[config.mk]
export PLATFORM = sky130hd
export DESIGN_NAME = conv_track_burst_ctrl
export DESIGN_NICKNAME = d
export VERILOG_FILES = /design/src/include/conv_ctrl_pkg.sv /design/src/design/conv_track_burst_ctrl.sv
export SDC_FILE = /design/constraint.sdc
export NUM_CORES = 1
export LEC_CHECK = 0
export ABC_AREA = 0
export BUFFER_PORTS_ARGS = -buffer_cell sky130_fd_sc_hd__buf_2
export CAP_MARGIN = 20
export CORE_UTILIZATION = 30
export DETAILED_ROUTE_END_ITERATION = 10
export SETUP_SLACK_MARGIN = 0.1
export SYNTH_ARGS = -nofsm -noshare
export SYNTH_HDL_FRONTEND = slang
export SYNTH_SLANG_ARGS = --single-unit
[constraint.sdc]
create_clock -name pclk -period 3.5 [get_ports pclk]
set_input_delay 0.175 -clock pclk [delete_from_list [all_inputs] [get_ports pclk]]
set_output_delay 0.175 -clock pclk [all_outputs]
set_load 0.1 [all_outputs]
[src/include/conv_ctrl_pkg.sv]
// Constants and types for the converter track and burst controller
package conv_ctrl_pkg;
    localparam logic [7:0] CTRL_ADDR      = 8'hE8;   // converter_control byte offset
    localparam logic [7:0] CONFIG_ADDR    = 8'hEC;   // converter_config_reg
    localparam logic [7:0] REPEAT_ADDR    = 8'hF0;   // repeat count / burst timing
    localparam logic [7:0] RESULT_ADDR    = 8'hF4;   // result high:low
    localparam logic [7:0] WINDOW_ADDR    = 8'hF8;   // upper[31:16], lower[15:0]
    localparam logic [7:0] CTRL_RESET     = 8'h00;
    localparam logic [7:0] CONFIG_RESET   = 8'hF8;
    localparam int         EN_BIT         = 7;
    localparam int         BURST_BIT      = 6;
    localparam int         DONE_BIT       = 5;
    localparam int         BUSY_BIT       = 4;
    localparam int         WIN_BIT        = 3;
    localparam int         BYTE_MODE_BIT  = 2;
    localparam int         LP_TRACK_BIT   = 1;
    localparam int         GAIN_BIT       = 0;
    localparam logic [2:0] SRC_SOFTWARE   = 3'h0;
    localparam logic [2:0] SRC_TIMER0     = 3'h1;
    localparam logic [2:0] SRC_TIMER2     = 3'h2;
    localparam logic [2:0] SRC_TIMER3     = 3'h3;
    localparam logic [3:0] LP_TRACK_CLKS  = 4'h3;
    localparam logic [3:0] BITS_10        = 4'hA;
    localparam logic [3:0] BITS_8         = 4'h8;
    localparam logic [5:0] POWERUP_RESET  = 6'h0F;
    localparam logic [5:0] TRACK_RESET    = 6'h1E;
    typedef enum logic [2:0] {ST_IDLE, ST_POWERUP, ST_TRACK, ST_LPTRACK, ST_CONVERT} conv_state_t;
endpackage

[src/design/conv_track_burst_ctrl.sv]
// Converter tracking, burst and start control with APB register access
`timescale 1ns/1ps
module conv_track_burst_ctrl
(
    input  wire logic        pclk,
    input  wire logic        presetn,
    input  wire logic        psel,
    input  wire logic        penable,
    input  wire logic        pwrite,
    input  wire logic [7:0]  paddr,
    input  wire logic [31:0] pwdata,
    output logic [31:0]      prdata,
    output logic             pready,
    output logic             pslverr,
    input  wire logic        timer0_ovf,
    input  wire logic        timer2_ovf,
    input  wire logic        timer3_ovf,
    input  wire logic        ext_convert_start_pin,
    input  wire logic        sar_clk_tick,
    input  wire logic        sar_bit_in,
    output logic             sar_power_on,
    output logic             sar_track,
    output logic             sar_convert,
    output logic             gain_select_out,
    output logic             burst_clk_run
);
    import conv_ctrl_pkg::*;

    logic [7:0]  ctrl_q;
    logic [7:0]  cfg_q;
    logic [2:0]  rpt_q;
    logic [5:0]  pwr_time_q;
    logic [5:0]  trk_time_q;
    logic [15:0] result_q;
    logic [15:0] acc_q;
    logic [15:0] upper_q;
    logic [15:0] lower_q;
    logic [9:0]  shift_q;
    conv_state_t state_q;
    logic [5:0]  cnt_q;
    logic [3:0]  bit_q;
    logic [6:0]  done_cnt_q;
    logic        busy_q;
    logic [3:0]  sync0_q;
    logic [3:0]  sync1_q;
    logic [3:0]  sync2_q;
    logic        tick_q;
    logic        start_ev;
    logic        sw_start;
    logic        conv_end;
    logic        last_conv;
    logic        clr_done;
    logic        clr_win;
    logic        win_hit;
    logic [15:0] acc_sum;
    logic        wr_en;
    logic        rd_en;

    // Repeat code to number of conversions
    function automatic logic [6:0] rpt_count(input logic [2:0] code);
        case (code)
            3'h1:    rpt_count = 7'h04;
            3'h2:    rpt_count = 7'h08;
            3'h3:    rpt_count = 7'h10;
            3'h4:    rpt_count = 7'h20;
            3'h5:    rpt_count = 7'h40;
            default: rpt_count = 7'h01;
        endcase
    endfunction

    // Address decode shared by read and write
    function automatic logic mapped(input logic [7:0] a);
        mapped = (a == CTRL_ADDR) || (a == CONFIG_ADDR) || (a == REPEAT_ADDR) ||
                 (a == RESULT_ADDR) || (a == WINDOW_ADDR);
    endfunction

    assign wr_en = psel && penable && pwrite && mapped(paddr);
    assign rd_en = psel && !penable && !pwrite;

    always_ff @(posedge pclk or negedge presetn) begin
        if (!presetn) begin
            sync0_q <= 4'h0;
            sync1_q <= 4'h0;
            sync2_q <= 4'h0;
            tick_q  <= 1'b0;
        end else begin
            sync0_q <= {ext_convert_start_pin, timer3_ovf, timer2_ovf, timer0_ovf};
            sync1_q <= sync0_q;
            sync2_q <= sync1_q;
            tick_q  <= sar_clk_tick;
        end
    end

    // software start only from source 000
    assign sw_start = wr_en && (paddr == CTRL_ADDR) && pwdata[BUSY_BIT] &&
                      (ctrl_q[2:0] == SRC_SOFTWARE);

    always_comb begin
        case (ctrl_q[2:0])
            SRC_SOFTWARE: start_ev = sw_start;
            SRC_TIMER0:   start_ev = sync1_q[0] && !sync2_q[0];
            SRC_TIMER2:   start_ev = sync1_q[1] && !sync2_q[1];
            SRC_TIMER3:   start_ev = sync1_q[2] && !sync2_q[2];
            default:      start_ev = sync1_q[3] && !sync2_q[3];
        endcase
    end

    // conversion ends after 8 or 10 SAR bits
    assign conv_end  = (state_q == ST_CONVERT) && tick_q && sar_convert && // Comparator valid only once converting
                       (bit_q == (cfg_q[BYTE_MODE_BIT] ? BITS_8 - 4'h1 : BITS_10 - 4'h1));
    // burst continues internally until repeat count reached, except with the pin source
    assign last_conv = (done_cnt_q + 7'h01) >= rpt_count(rpt_q);
    assign acc_sum   = acc_q + {6'h00, cfg_q[BYTE_MODE_BIT] ? {shift_q[6:0], sar_bit_in, 2'b00}
                                                             : {shift_q[8:0], sar_bit_in}};

    // Sequencer: power-up, track, low-power track, convert
    always_ff @(posedge pclk or negedge presetn) begin
        if (!presetn) begin
            state_q <= ST_IDLE;
            cnt_q   <= 6'h00;
            bit_q   <= 4'h0;
            shift_q <= 10'h000;
        end else begin
            case (state_q)
                ST_IDLE: begin
                    if (start_ev && ctrl_q[EN_BIT] && !ctrl_q[BURST_BIT]) begin
                        state_q <= (cfg_q[LP_TRACK_BIT] && !ctrl_q[2]) ? ST_LPTRACK : ST_CONVERT;
                        cnt_q   <= 6'h00;
                        bit_q   <= 4'h0;
                    end else if (start_ev && ctrl_q[BURST_BIT]) begin
                        state_q <= ctrl_q[EN_BIT] ? ST_TRACK : ST_POWERUP;
                        cnt_q   <= 6'h00;
                    end
                end
                ST_POWERUP: if (tick_q) begin
                    cnt_q <= cnt_q + 6'h01;
                    if (cnt_q >= pwr_time_q) begin
                        state_q <= ST_TRACK;
                        cnt_q   <= 6'h00;
                    end
                end
                // burst track time then optional extra clocks
                ST_TRACK: if (tick_q) begin
                    cnt_q <= cnt_q + 6'h01;
                    if (cnt_q >= trk_time_q) begin
                        state_q <= cfg_q[LP_TRACK_BIT] ? ST_LPTRACK : ST_CONVERT;
                        cnt_q   <= 6'h00;
                        bit_q   <= 4'h0;
                    end
                end
                ST_LPTRACK: if (tick_q) begin
                    cnt_q <= cnt_q + 6'h01;
                    if (cnt_q == {2'h0, LP_TRACK_CLKS - 4'h1}) begin
                        state_q <= ST_CONVERT;
                        bit_q   <= 4'h0;
                    end
                end
                ST_CONVERT: if (tick_q && sar_convert) begin
                    shift_q <= {shift_q[8:0], sar_bit_in};
                    bit_q   <= bit_q + 4'h1;
                    if (conv_end) begin
                        // pin source gives one conversion per edge
                        if (ctrl_q[BURST_BIT] && !last_conv && !ctrl_q[2]) begin
                            state_q <= ST_TRACK;
                            cnt_q   <= 6'h00;
                        end else begin
                            state_q <= ST_IDLE;
                        end
                    end
                end
                default: state_q <= ST_IDLE;
            endcase
        end
    end

    // accumulate until repeat count, then publish result
    always_ff @(posedge pclk or negedge presetn) begin
        if (!presetn) begin
            acc_q      <= 16'h0000;
            done_cnt_q <= 7'h00;
            result_q   <= 16'h0000;
        end else if (conv_end) begin
            if (last_conv) begin
                acc_q      <= 16'h0000;
                done_cnt_q <= 7'h00;
                result_q   <= acc_sum;   // low bits zero in byte mode
            end else begin
                acc_q      <= acc_sum;
                done_cnt_q <= done_cnt_q + 7'h01;
            end
        end
    end

    // window compare on the completed result only
    assign win_hit  = conv_end && last_conv && (acc_sum <= upper_q) && (acc_sum >= lower_q);
    assign clr_done = wr_en && (paddr == CTRL_ADDR) && !pwdata[DONE_BIT];
    assign clr_win  = wr_en && (paddr == CTRL_ADDR) && !pwdata[WIN_BIT];

    // busy high from start until last conversion ends
    always_ff @(posedge pclk or negedge presetn) begin
        if (!presetn) begin
            busy_q <= 1'b0;
        end else if (conv_end && last_conv) begin
            busy_q <= 1'b0;
        end else if (state_q == ST_IDLE && start_ev && (ctrl_q[EN_BIT] || ctrl_q[BURST_BIT])) begin
            busy_q <= 1'b1;
        end
    end

    // Control register; hardware set wins over software clear
    always_ff @(posedge pclk or negedge presetn) begin
        if (!presetn) begin
            ctrl_q <= CTRL_RESET;
        end else begin
            if (wr_en && paddr == CTRL_ADDR) begin
                ctrl_q[EN_BIT]    <= pwdata[EN_BIT];   // enable bit
                ctrl_q[BURST_BIT] <= pwdata[BURST_BIT];
                ctrl_q[2:0]       <= pwdata[2:0];
            end
            if (conv_end && last_conv)
                ctrl_q[DONE_BIT] <= 1'b1;
            else if (clr_done)
                ctrl_q[DONE_BIT] <= 1'b0;
            if (win_hit)
                ctrl_q[WIN_BIT] <= 1'b1;
            else if (clr_win)
                ctrl_q[WIN_BIT] <= 1'b0;
        end
    end

    // Config, repeat, timing and window bound registers
    always_ff @(posedge pclk or negedge presetn) begin
        if (!presetn) begin
            cfg_q      <= CONFIG_RESET;
            rpt_q      <= 3'h0;
            pwr_time_q <= POWERUP_RESET;
            trk_time_q <= TRACK_RESET;
            upper_q    <= 16'hFFFF;
            lower_q    <= 16'h0000;
        end else if (wr_en) begin
            if (paddr == CONFIG_ADDR)
                cfg_q <= pwdata[7:0];
            if (paddr == REPEAT_ADDR) begin
                // reserved codes fall back to 000
                rpt_q      <= (pwdata[2:0] > 3'h5) ? 3'h0 : pwdata[2:0];
                pwr_time_q <= pwdata[13:8];
                trk_time_q <= pwdata[21:16];
            end
            if (paddr == WINDOW_ADDR) begin
                upper_q <= pwdata[31:16];
                lower_q <= pwdata[15:0];
            end
        end
    end

    // APB read data, zero wait states, error on unmapped
    always_ff @(posedge pclk or negedge presetn) begin
        if (!presetn) begin
            prdata  <= 32'h0000_0000;
            pready  <= 1'b0;
            pslverr <= 1'b0;
        end else begin
            pready  <= psel && !penable;
            pslverr <= psel && !penable && !mapped(paddr);
            if (rd_en) begin
                case (paddr)
                    CTRL_ADDR:   prdata <= {24'h0, ctrl_q[7:5], busy_q, ctrl_q[3:0]};
                    CONFIG_ADDR: prdata <= {24'h0, cfg_q};
                    REPEAT_ADDR: prdata <= {10'h0, trk_time_q, 2'h0, pwr_time_q, 5'h0, rpt_q};
                    RESULT_ADDR: prdata <= {16'h0, result_q};
                    WINDOW_ADDR: prdata <= {upper_q, lower_q};
                    default:     prdata <= 32'h0000_0000;
                endcase
            end
        end
    end

    // Analog front-end controls
    always_ff @(posedge pclk or negedge presetn) begin
        if (!presetn) begin
            sar_power_on    <= 1'b0;
            sar_track       <= 1'b0;
            sar_convert     <= 1'b0;
            gain_select_out <= 1'b0;
            burst_clk_run   <= 1'b0;
        end else begin
            // burst with enable 0 powers down when idle
            sar_power_on    <= ctrl_q[EN_BIT] || (state_q != ST_IDLE);
            // continuous tracking; pin-low tracking in lp mode with the pin source only
            sar_track       <= (state_q == ST_TRACK) || (state_q == ST_LPTRACK) ||
                               (state_q == ST_IDLE && ctrl_q[EN_BIT] && !ctrl_q[BURST_BIT] &&
                                (!cfg_q[LP_TRACK_BIT] || (ctrl_q[2] && !sync2_q[3])));
            sar_convert     <= (state_q == ST_CONVERT);
            gain_select_out <= cfg_q[GAIN_BIT];
            // burst clock runs on its own in burst mode while the sequencer is out of idle, so it stops between pin-source conversions
            burst_clk_run   <= ctrl_q[BURST_BIT] && (state_q != ST_IDLE);
        end
    end

    chk_done_after_end: assert property (@(posedge pclk) disable iff (!presetn)
        $rose(ctrl_q[DONE_BIT]) |-> $past(conv_end && last_conv))
        else $error("done flag rose without completed repeat count");
    chk_busy_fall_done: assert property (@(posedge pclk) disable iff (!presetn)
        $fell(busy_q) |-> ctrl_q[DONE_BIT])
        else $error("busy fell without done flag");
    chk_sw_start_gate: assert property (@(posedge pclk) disable iff (!presetn)
        (wr_en && paddr == CTRL_ADDR && pwdata[BUSY_BIT] && ctrl_q[2:0] != SRC_SOFTWARE &&
         state_q == ST_IDLE && !(|(sync1_q & ~sync2_q))) |=> state_q == ST_IDLE)
        else $error("start without proper source");
    // three clock track in low-power mode
    chk_lp_track_len: assert property (@(posedge pclk) disable iff (!presetn)
        $fell(state_q == ST_LPTRACK) |-> cnt_q == {2'h0, LP_TRACK_CLKS})
        else $error("low-power tracking left early");
    chk_disabled_idle: assert property (@(posedge pclk) disable iff (!presetn)
        (state_q == ST_IDLE && !ctrl_q[EN_BIT] && !ctrl_q[BURST_BIT]) |=> state_q == ST_IDLE)
        else $error("disabled converter started");
    chk_byte_mode_lsb: assert property (@(posedge pclk) disable iff (!presetn)
        (conv_end && last_conv && cfg_q[BYTE_MODE_BIT] && rpt_q == 3'h0) |=> result_q[1:0] == 2'h0)
        else $error("byte mode result low bits not zero");
    chk_window_after: assert property (@(posedge pclk) disable iff (!presetn)
        $rose(ctrl_q[WIN_BIT]) |-> $past(conv_end && last_conv))
        else $error("window flag without completed result");
    chk_burst_powerup: assert property (@(posedge pclk) disable iff (!presetn)
        (state_q == ST_IDLE && start_ev && ctrl_q[BURST_BIT] && !ctrl_q[EN_BIT]) |=> state_q == ST_POWERUP)
        else $error("burst skipped power-up");
    cov_burst_done: cover property (@(posedge pclk) ctrl_q[BURST_BIT] && conv_end && last_conv);
    cov_lp_track:   cover property (@(posedge pclk) state_q == ST_LPTRACK);
    cov_win_hit:    cover property (@(posedge pclk) win_hit);
endmodule

## Word-level counts from Yosys, hierarchy flattened

Cells that the tools add are included.
Widths: inputs -> output; s select.

- Add/sub/neg operators: 4
- $lt $le $gt $ge: 6
- Equal/unequal tests: 30
- Mux-type cells: 47
- Reductions and logical operators: 73

Operator list:

| operator | number |
|---|---|
| $pmux 32 s5 | 1 |
| $mux 6 | 10 |
| $eq 8x8->1 const B | 5 |
| $mux 3 | 13 |
| $logic_and 1x1->1 | 35 |
| $pmux 7 s5 | 1 |
| $pmux 6 s5 | 1 |
| $mux 4 | 7 |
| $ne 2x2->1 const B | 10 |
| $eq 3x2->1 const B | 6 |
| $add 16x10->16 | 1 |
| $ge 16x16->1 | 1 |
| $le 16x16->1 | 1 |
| $mux 16 | 1 |
| $pmux 4 s4 | 1 |
| $pmux 3 s5 | 1 |
| $logic_not 1->1 | 13 |
| $ge 6x6->1 | 2 |
| $mux 10 | 1 |
| $reduce_and 2->1 | 5 |
| $eq 3x1->1 const B | 3 |
| $eq 3x3->1 const B | 3 |
| $logic_or 1x1->1 | 9 |
| $reduce_and 9->1 | 1 |
| other kinds (19) | 28 |

- Register bits: 176
- Bits of input ports: 51
- Output and inout port bits: 39
- Logic and storage cells: 190

## Logic depth before layout (Yosys ltp)

- Depth after elaboration: 14
- Gate-level depth with buffers: 17
- Gate-level depth less buffers: 16

## Worst setup path after synthesis

No wires, ideal clock.

- Path type: register -> register
- From: register cfg_q[2]
- To: register ctrl_q[3]
- Arrival time: 3.550 ns
- Required time: 3.365 ns
- Path slack: -0.185 ns
- Stages on the path, launching flop included: 17
- Path buffers: 1
- Path through: dfrtp_1 > clkbuf_1 > mux2_2 > ha_1 > o21ai_0 > o21ai_0 > a21boi_0 > o21bai_1 > xnor2_1 > inv_1 > ha_1 > a21o_1 > a21o_1 > a21oi_1 > nor2_1 > a2111oi_0 > o31ai_1

- Elaborated cells between the ends (all ways): 12

RTL lines:

| what | line | source |
|---|---|---|
| start: declaration | conv_track_burst_ctrl.sv:30 | `logic [7:0] cfg_q;` |
| start signal: assignment | conv_track_burst_ctrl.sv:242 | `cfg_q <= pwdata[7:0];` |
| $mux 10 * | conv_track_burst_ctrl.sv:113 | `assign acc_sum = acc_q + {6'h00, cfg_q[BYTE_MODE_BIT] ? {shift_q[6:0], sar_bit_in, 2'b00}` |
| $add 16x10->16 * | conv_track_burst_ctrl.sv:113 |  |
| net acc_sum[9] | conv_track_burst_ctrl.sv:55 | `logic [15:0] acc_sum;` |
| $le 16x16->1 | conv_track_burst_ctrl.sv:195 | `assign win_hit = conv_end && last_conv && (acc_sum <= upper_q) && (acc_sum >= lower_q);` |
| $logic_and 1x1->1 | conv_track_burst_ctrl.sv:195 |  |
| $logic_and 1x1->1 * | conv_track_burst_ctrl.sv:195 |  |
| $mux 1 / $reduce_bool 2->1 (equally long branches) | - |  |
| end signal: indexed assignment | conv_track_burst_ctrl.sv:216 | `ctrl_q[EN_BIT] <= pwdata[EN_BIT];` |
| end signal: indexed assignment | conv_track_burst_ctrl.sv:217 | `ctrl_q[BURST_BIT] <= pwdata[BURST_BIT];` |
| end: declaration | conv_track_burst_ctrl.sv:29 | `logic [7:0] ctrl_q;` |

Mark *: on every way through the listed nets, which the timed path passes. The rest lies on a longest branch.
A chain may end at the register's enable or synchronous reset.

## Worst setup path in the final report

Ends and elaborated chain as after synthesis.

==> reports/metrics.cfg <==
[logic_synthesis]
synth.largest_area_cell = dfrtp_1
synth.area.top_cells = dfrtp_1, mux2_2, ha_1
synth_fp_nets = 1009
yosysWarnings = 0
synth_area_um2 = 9420
ys_seq_elements = 176
yosysUniqueCellTypes = 72
synthFlopType = dfrtp_1
ys_seq_area_share_pct = 47.1
synthCells = 893
synthTopCellsByCount = dfrtp_1, nand2_1, mux2_2
synth_top_area_share_pct = 39.0
synthArstFlopShare_pct = 100
synth-edff-count = 0
yosysMostFrequentCell = dfrtp_1
syn_area_per_cell_um2 = 10.6

[power]
internal_power_mw = 4.69
netSwitchingFraction_pct = 36.7
p_leak_nw = 5.30
peakVddDrop_mv = 0.384
seq_power_share_pct = 33.7
switchingPower_mw = 2.72
p_clk_share_pct = 26.6
p_per_area_nw_per_um2 = 628
pwr-share-comb_pct = 39.7

[detailed_routing]
via_per_inst = 5.07
totalWireLength_um = 25400
ant_nets = 0
wl_per_cell_um = 17.5
dr.pass1.iters = 8
drc_errors = 2
drtIter0Drc = 570
num_vias = 7382

[timing]
worst_pin_slew_ns = 0.949
fin_skew_ns = 0.00802
rsz0062_at_grt = yes
finalHoldViolCount = 0
timing.final.crit_period_ns = 3.45
slew_headroom_pct = 36.7
setup_viol = 0
drv_slew = 0
fin_ws_ns = 0.0474
hold_ws_ns = 0.00606
max_freq_mhz = 290
post-route-period-util_pct = 98.6

[layout]
fin_util_pct = 38.3
nNetsFinal = 1164
multi_input_area_um2 = 4880
syn_to_final_growth_pct = 25.1
antenna-diode-count = 0
final_cell_count_no_fill = 1457
stdcell_area_um2 = 11800
fill_cells = 3085
final-seq-area_um2 = 4440
drive_above_1_share_pct = 32.7

[clock_tree]
cts_tree = yes
path_clk_slew_ns = 0.07
h-tree-depth = 4
cts_buffers = 17
clkSinkCount = 176
clk_latency_ns = 0.44
clk_path_buf_depth = 2
cts_root_buf = clkbuf_16

[global_route]
grt_antenna_before_repair = 0
grt_pass1_wl_um = 40400
grt_pass1_vias = 7358
track_usage_pct = 16.4
grt_remaining_overflow = 0
grt_max_degree = 78

[setup_path]
cp-start-kind = flop
required_ns = 3.81
reg2regPathDepth = 16
crit_start = cfg_q[2]$_DFFE_PN0P_
end_kind = flop
arrival_ns = 3.76
r2r-start = cfg_q[2]$_DFFE_PN0P_
timing.rr.end = ctrl_q[3]$_DFFE_PN0P_
crit_end = ctrl_q[3]$_DFFE_PN0P_
cp_max_fo = 6
regToRegSetupSlack_ns = 0.05
crit_type = flop to flop

[placement]
portBuffers = 89
gp_congestion = 0.873
pre_cts_ws_ns = -0.193
placed_cells = 1392
place_area_um2 = 10600
hpwl_um = 18400

[floorplanning]
start_util_pct = 30.6
die_h_um = 179
rows = 64
io_pins = 90
fp.dieW_um = 179
dieArea_um2 = 32100
core_um2 = 30700

[outcome]
outcome = finished, violations left
failed_checks = design-rule violations

[run]
cap_violations = 0

[min_path]
hold_path_class = primary input to flop

[metal layers]
metal	GRT usage (%)	vias up	wire, µm
met5	0	-	0
met4	4.80	0	388
met3	2.57	28	1040
met2	26.8	167	12100
met1	22.3	3664	11900
li1	-	3523	-
[stage by stage]
stage / power, mW / setup TNS (ns)
after global placement: 4.99 / -0.0180
after global routing: 7.85 / -0.110
final: 7.41 / 0
after CTS: 7.29 / 0
after detailed placement: 5.04 / -0.193
after floorplan: 4.16 / 0
[what timing repair did]
action                                 4_1_cts  5_1_grt
hold buffers                                24        0
resized for setup                           34       16
setup endpoints to repair                    1        6
endpoints found under the hold margin       99        0
pin swaps                                   15       13
setup buffers                                7        2
[power groups by stage]
stage	Sequential (mW)	Combinational, mW	Clock [mW]
floorplan	2.62	1.54	0
global placement	2.51	2.49	0
detailed placement	2.51	2.53	0
CTS	2.49	2.79	2.01
global route	2.53	3.23	2.09
finish	2.49	2.94	1.97
[worst max-delay path, cell delays in order, from the launching register on]
cell	delay [ns]
dfrtp_2	0.46
buf_6	0.15
mux2_4	0.31
ha_4	0.17
nor3_2	0.24
a21boi_2	0.19
buf_4	0.15
o21bai_4	0.06
xnor2_2	0.18
inv_1	0.10
ha_1	0.30
a21o_1	0.18
a21o_1	0.17
a21oi_1	0.15
nor2_1	0.06
a2111oi_1	0.35
o31ai_1	0.12
[layout by cell type, fill, tap and decap left out, types with 5 or more instances in the layout]
cell	instances
nor3_1	7
clkbuf_16	17
nand3_1	27
inv_1	67
a22o_1	12
a22oi_1	14
xnor2_1	6
dfstp_2	29
xnor2_2	5
a31oi_1	14
dlygate4sd3_1	24
ha_1	58
ha_4	6
a21oi_1	20
mux2_2	89
buf_4	51
o21a_1	9
dfrtp_1	146
a222oi_1	7
o21ai_0	61
nand2b_1	13
a21o_1	11
nand4_1	9
nand2_1	94
nor2b_1	10
nand3b_1	5
buf_2	88
nor2_1	33
[registers in the layout, indices dropped and copies added, names as in the netlist, 7 cells and up]
signal,cells
prdata,32
upper_q,16
lower_q,16
cfg_q,8
shift_q,9
done_cnt_q,7
ctrl_q,7
acc_q,16
result_q,16
[logic make-up (layout without fill, tap and decap cells)]
family / count (synthesis) / count (layout) / share of synthesized area, %
AND/OR/NAND/NOR: 242 / 242 / 13.0
buffers and inverters: 98 / 266 / 3.98
AO/OA/AOI/OAI: 201 / 201 / 14.4
flip-flops: 176 / 176 / 47.1
multiplexers: 94 / 94 / 11.2
adder cells (fa/ha/maj): 65 / 65 / 8.71
XOR/XNOR: 17 / 17 / 1.58
[how the worst min path moves through the flow]
| stage | startpoint | to | cells past startpoint |
|---|---|---|---|
| 6_report | pwdata[13] | pwr_time_q[5]$_DFFE_PN0P_ | 2 |
| 5_1_grt | pwdata[10] | lower_q[10]$_DFFE_PN0P_ | 2 |
| 4_1_cts | pwdata[21] | upper_q[5]$_DFFE_PN1P_ | 2 |
| 3_5_place_dp | presetn | prdata[31]$_DFFE_PN0P_ | 1 |
| 3_3_place_gp | presetn | acc_q[12]$_DFFE_PN0P_ | 1 |
| 2_1_floorplan | presetn | acc_q[0]$_DFFE_PN0P_ | 0 |
[layout make-up]
class                   instances  share of cell area [%]
inverters                      67                    2.13
repair buffers                167                    9.55
flip-flops and latches        176                    37.7
well taps                     396                    4.20
clock buffers                  20                    3.70
clock inverters                12                    1.36
multi-input cells             619                    41.4
(Power assumes the default switching activity.)
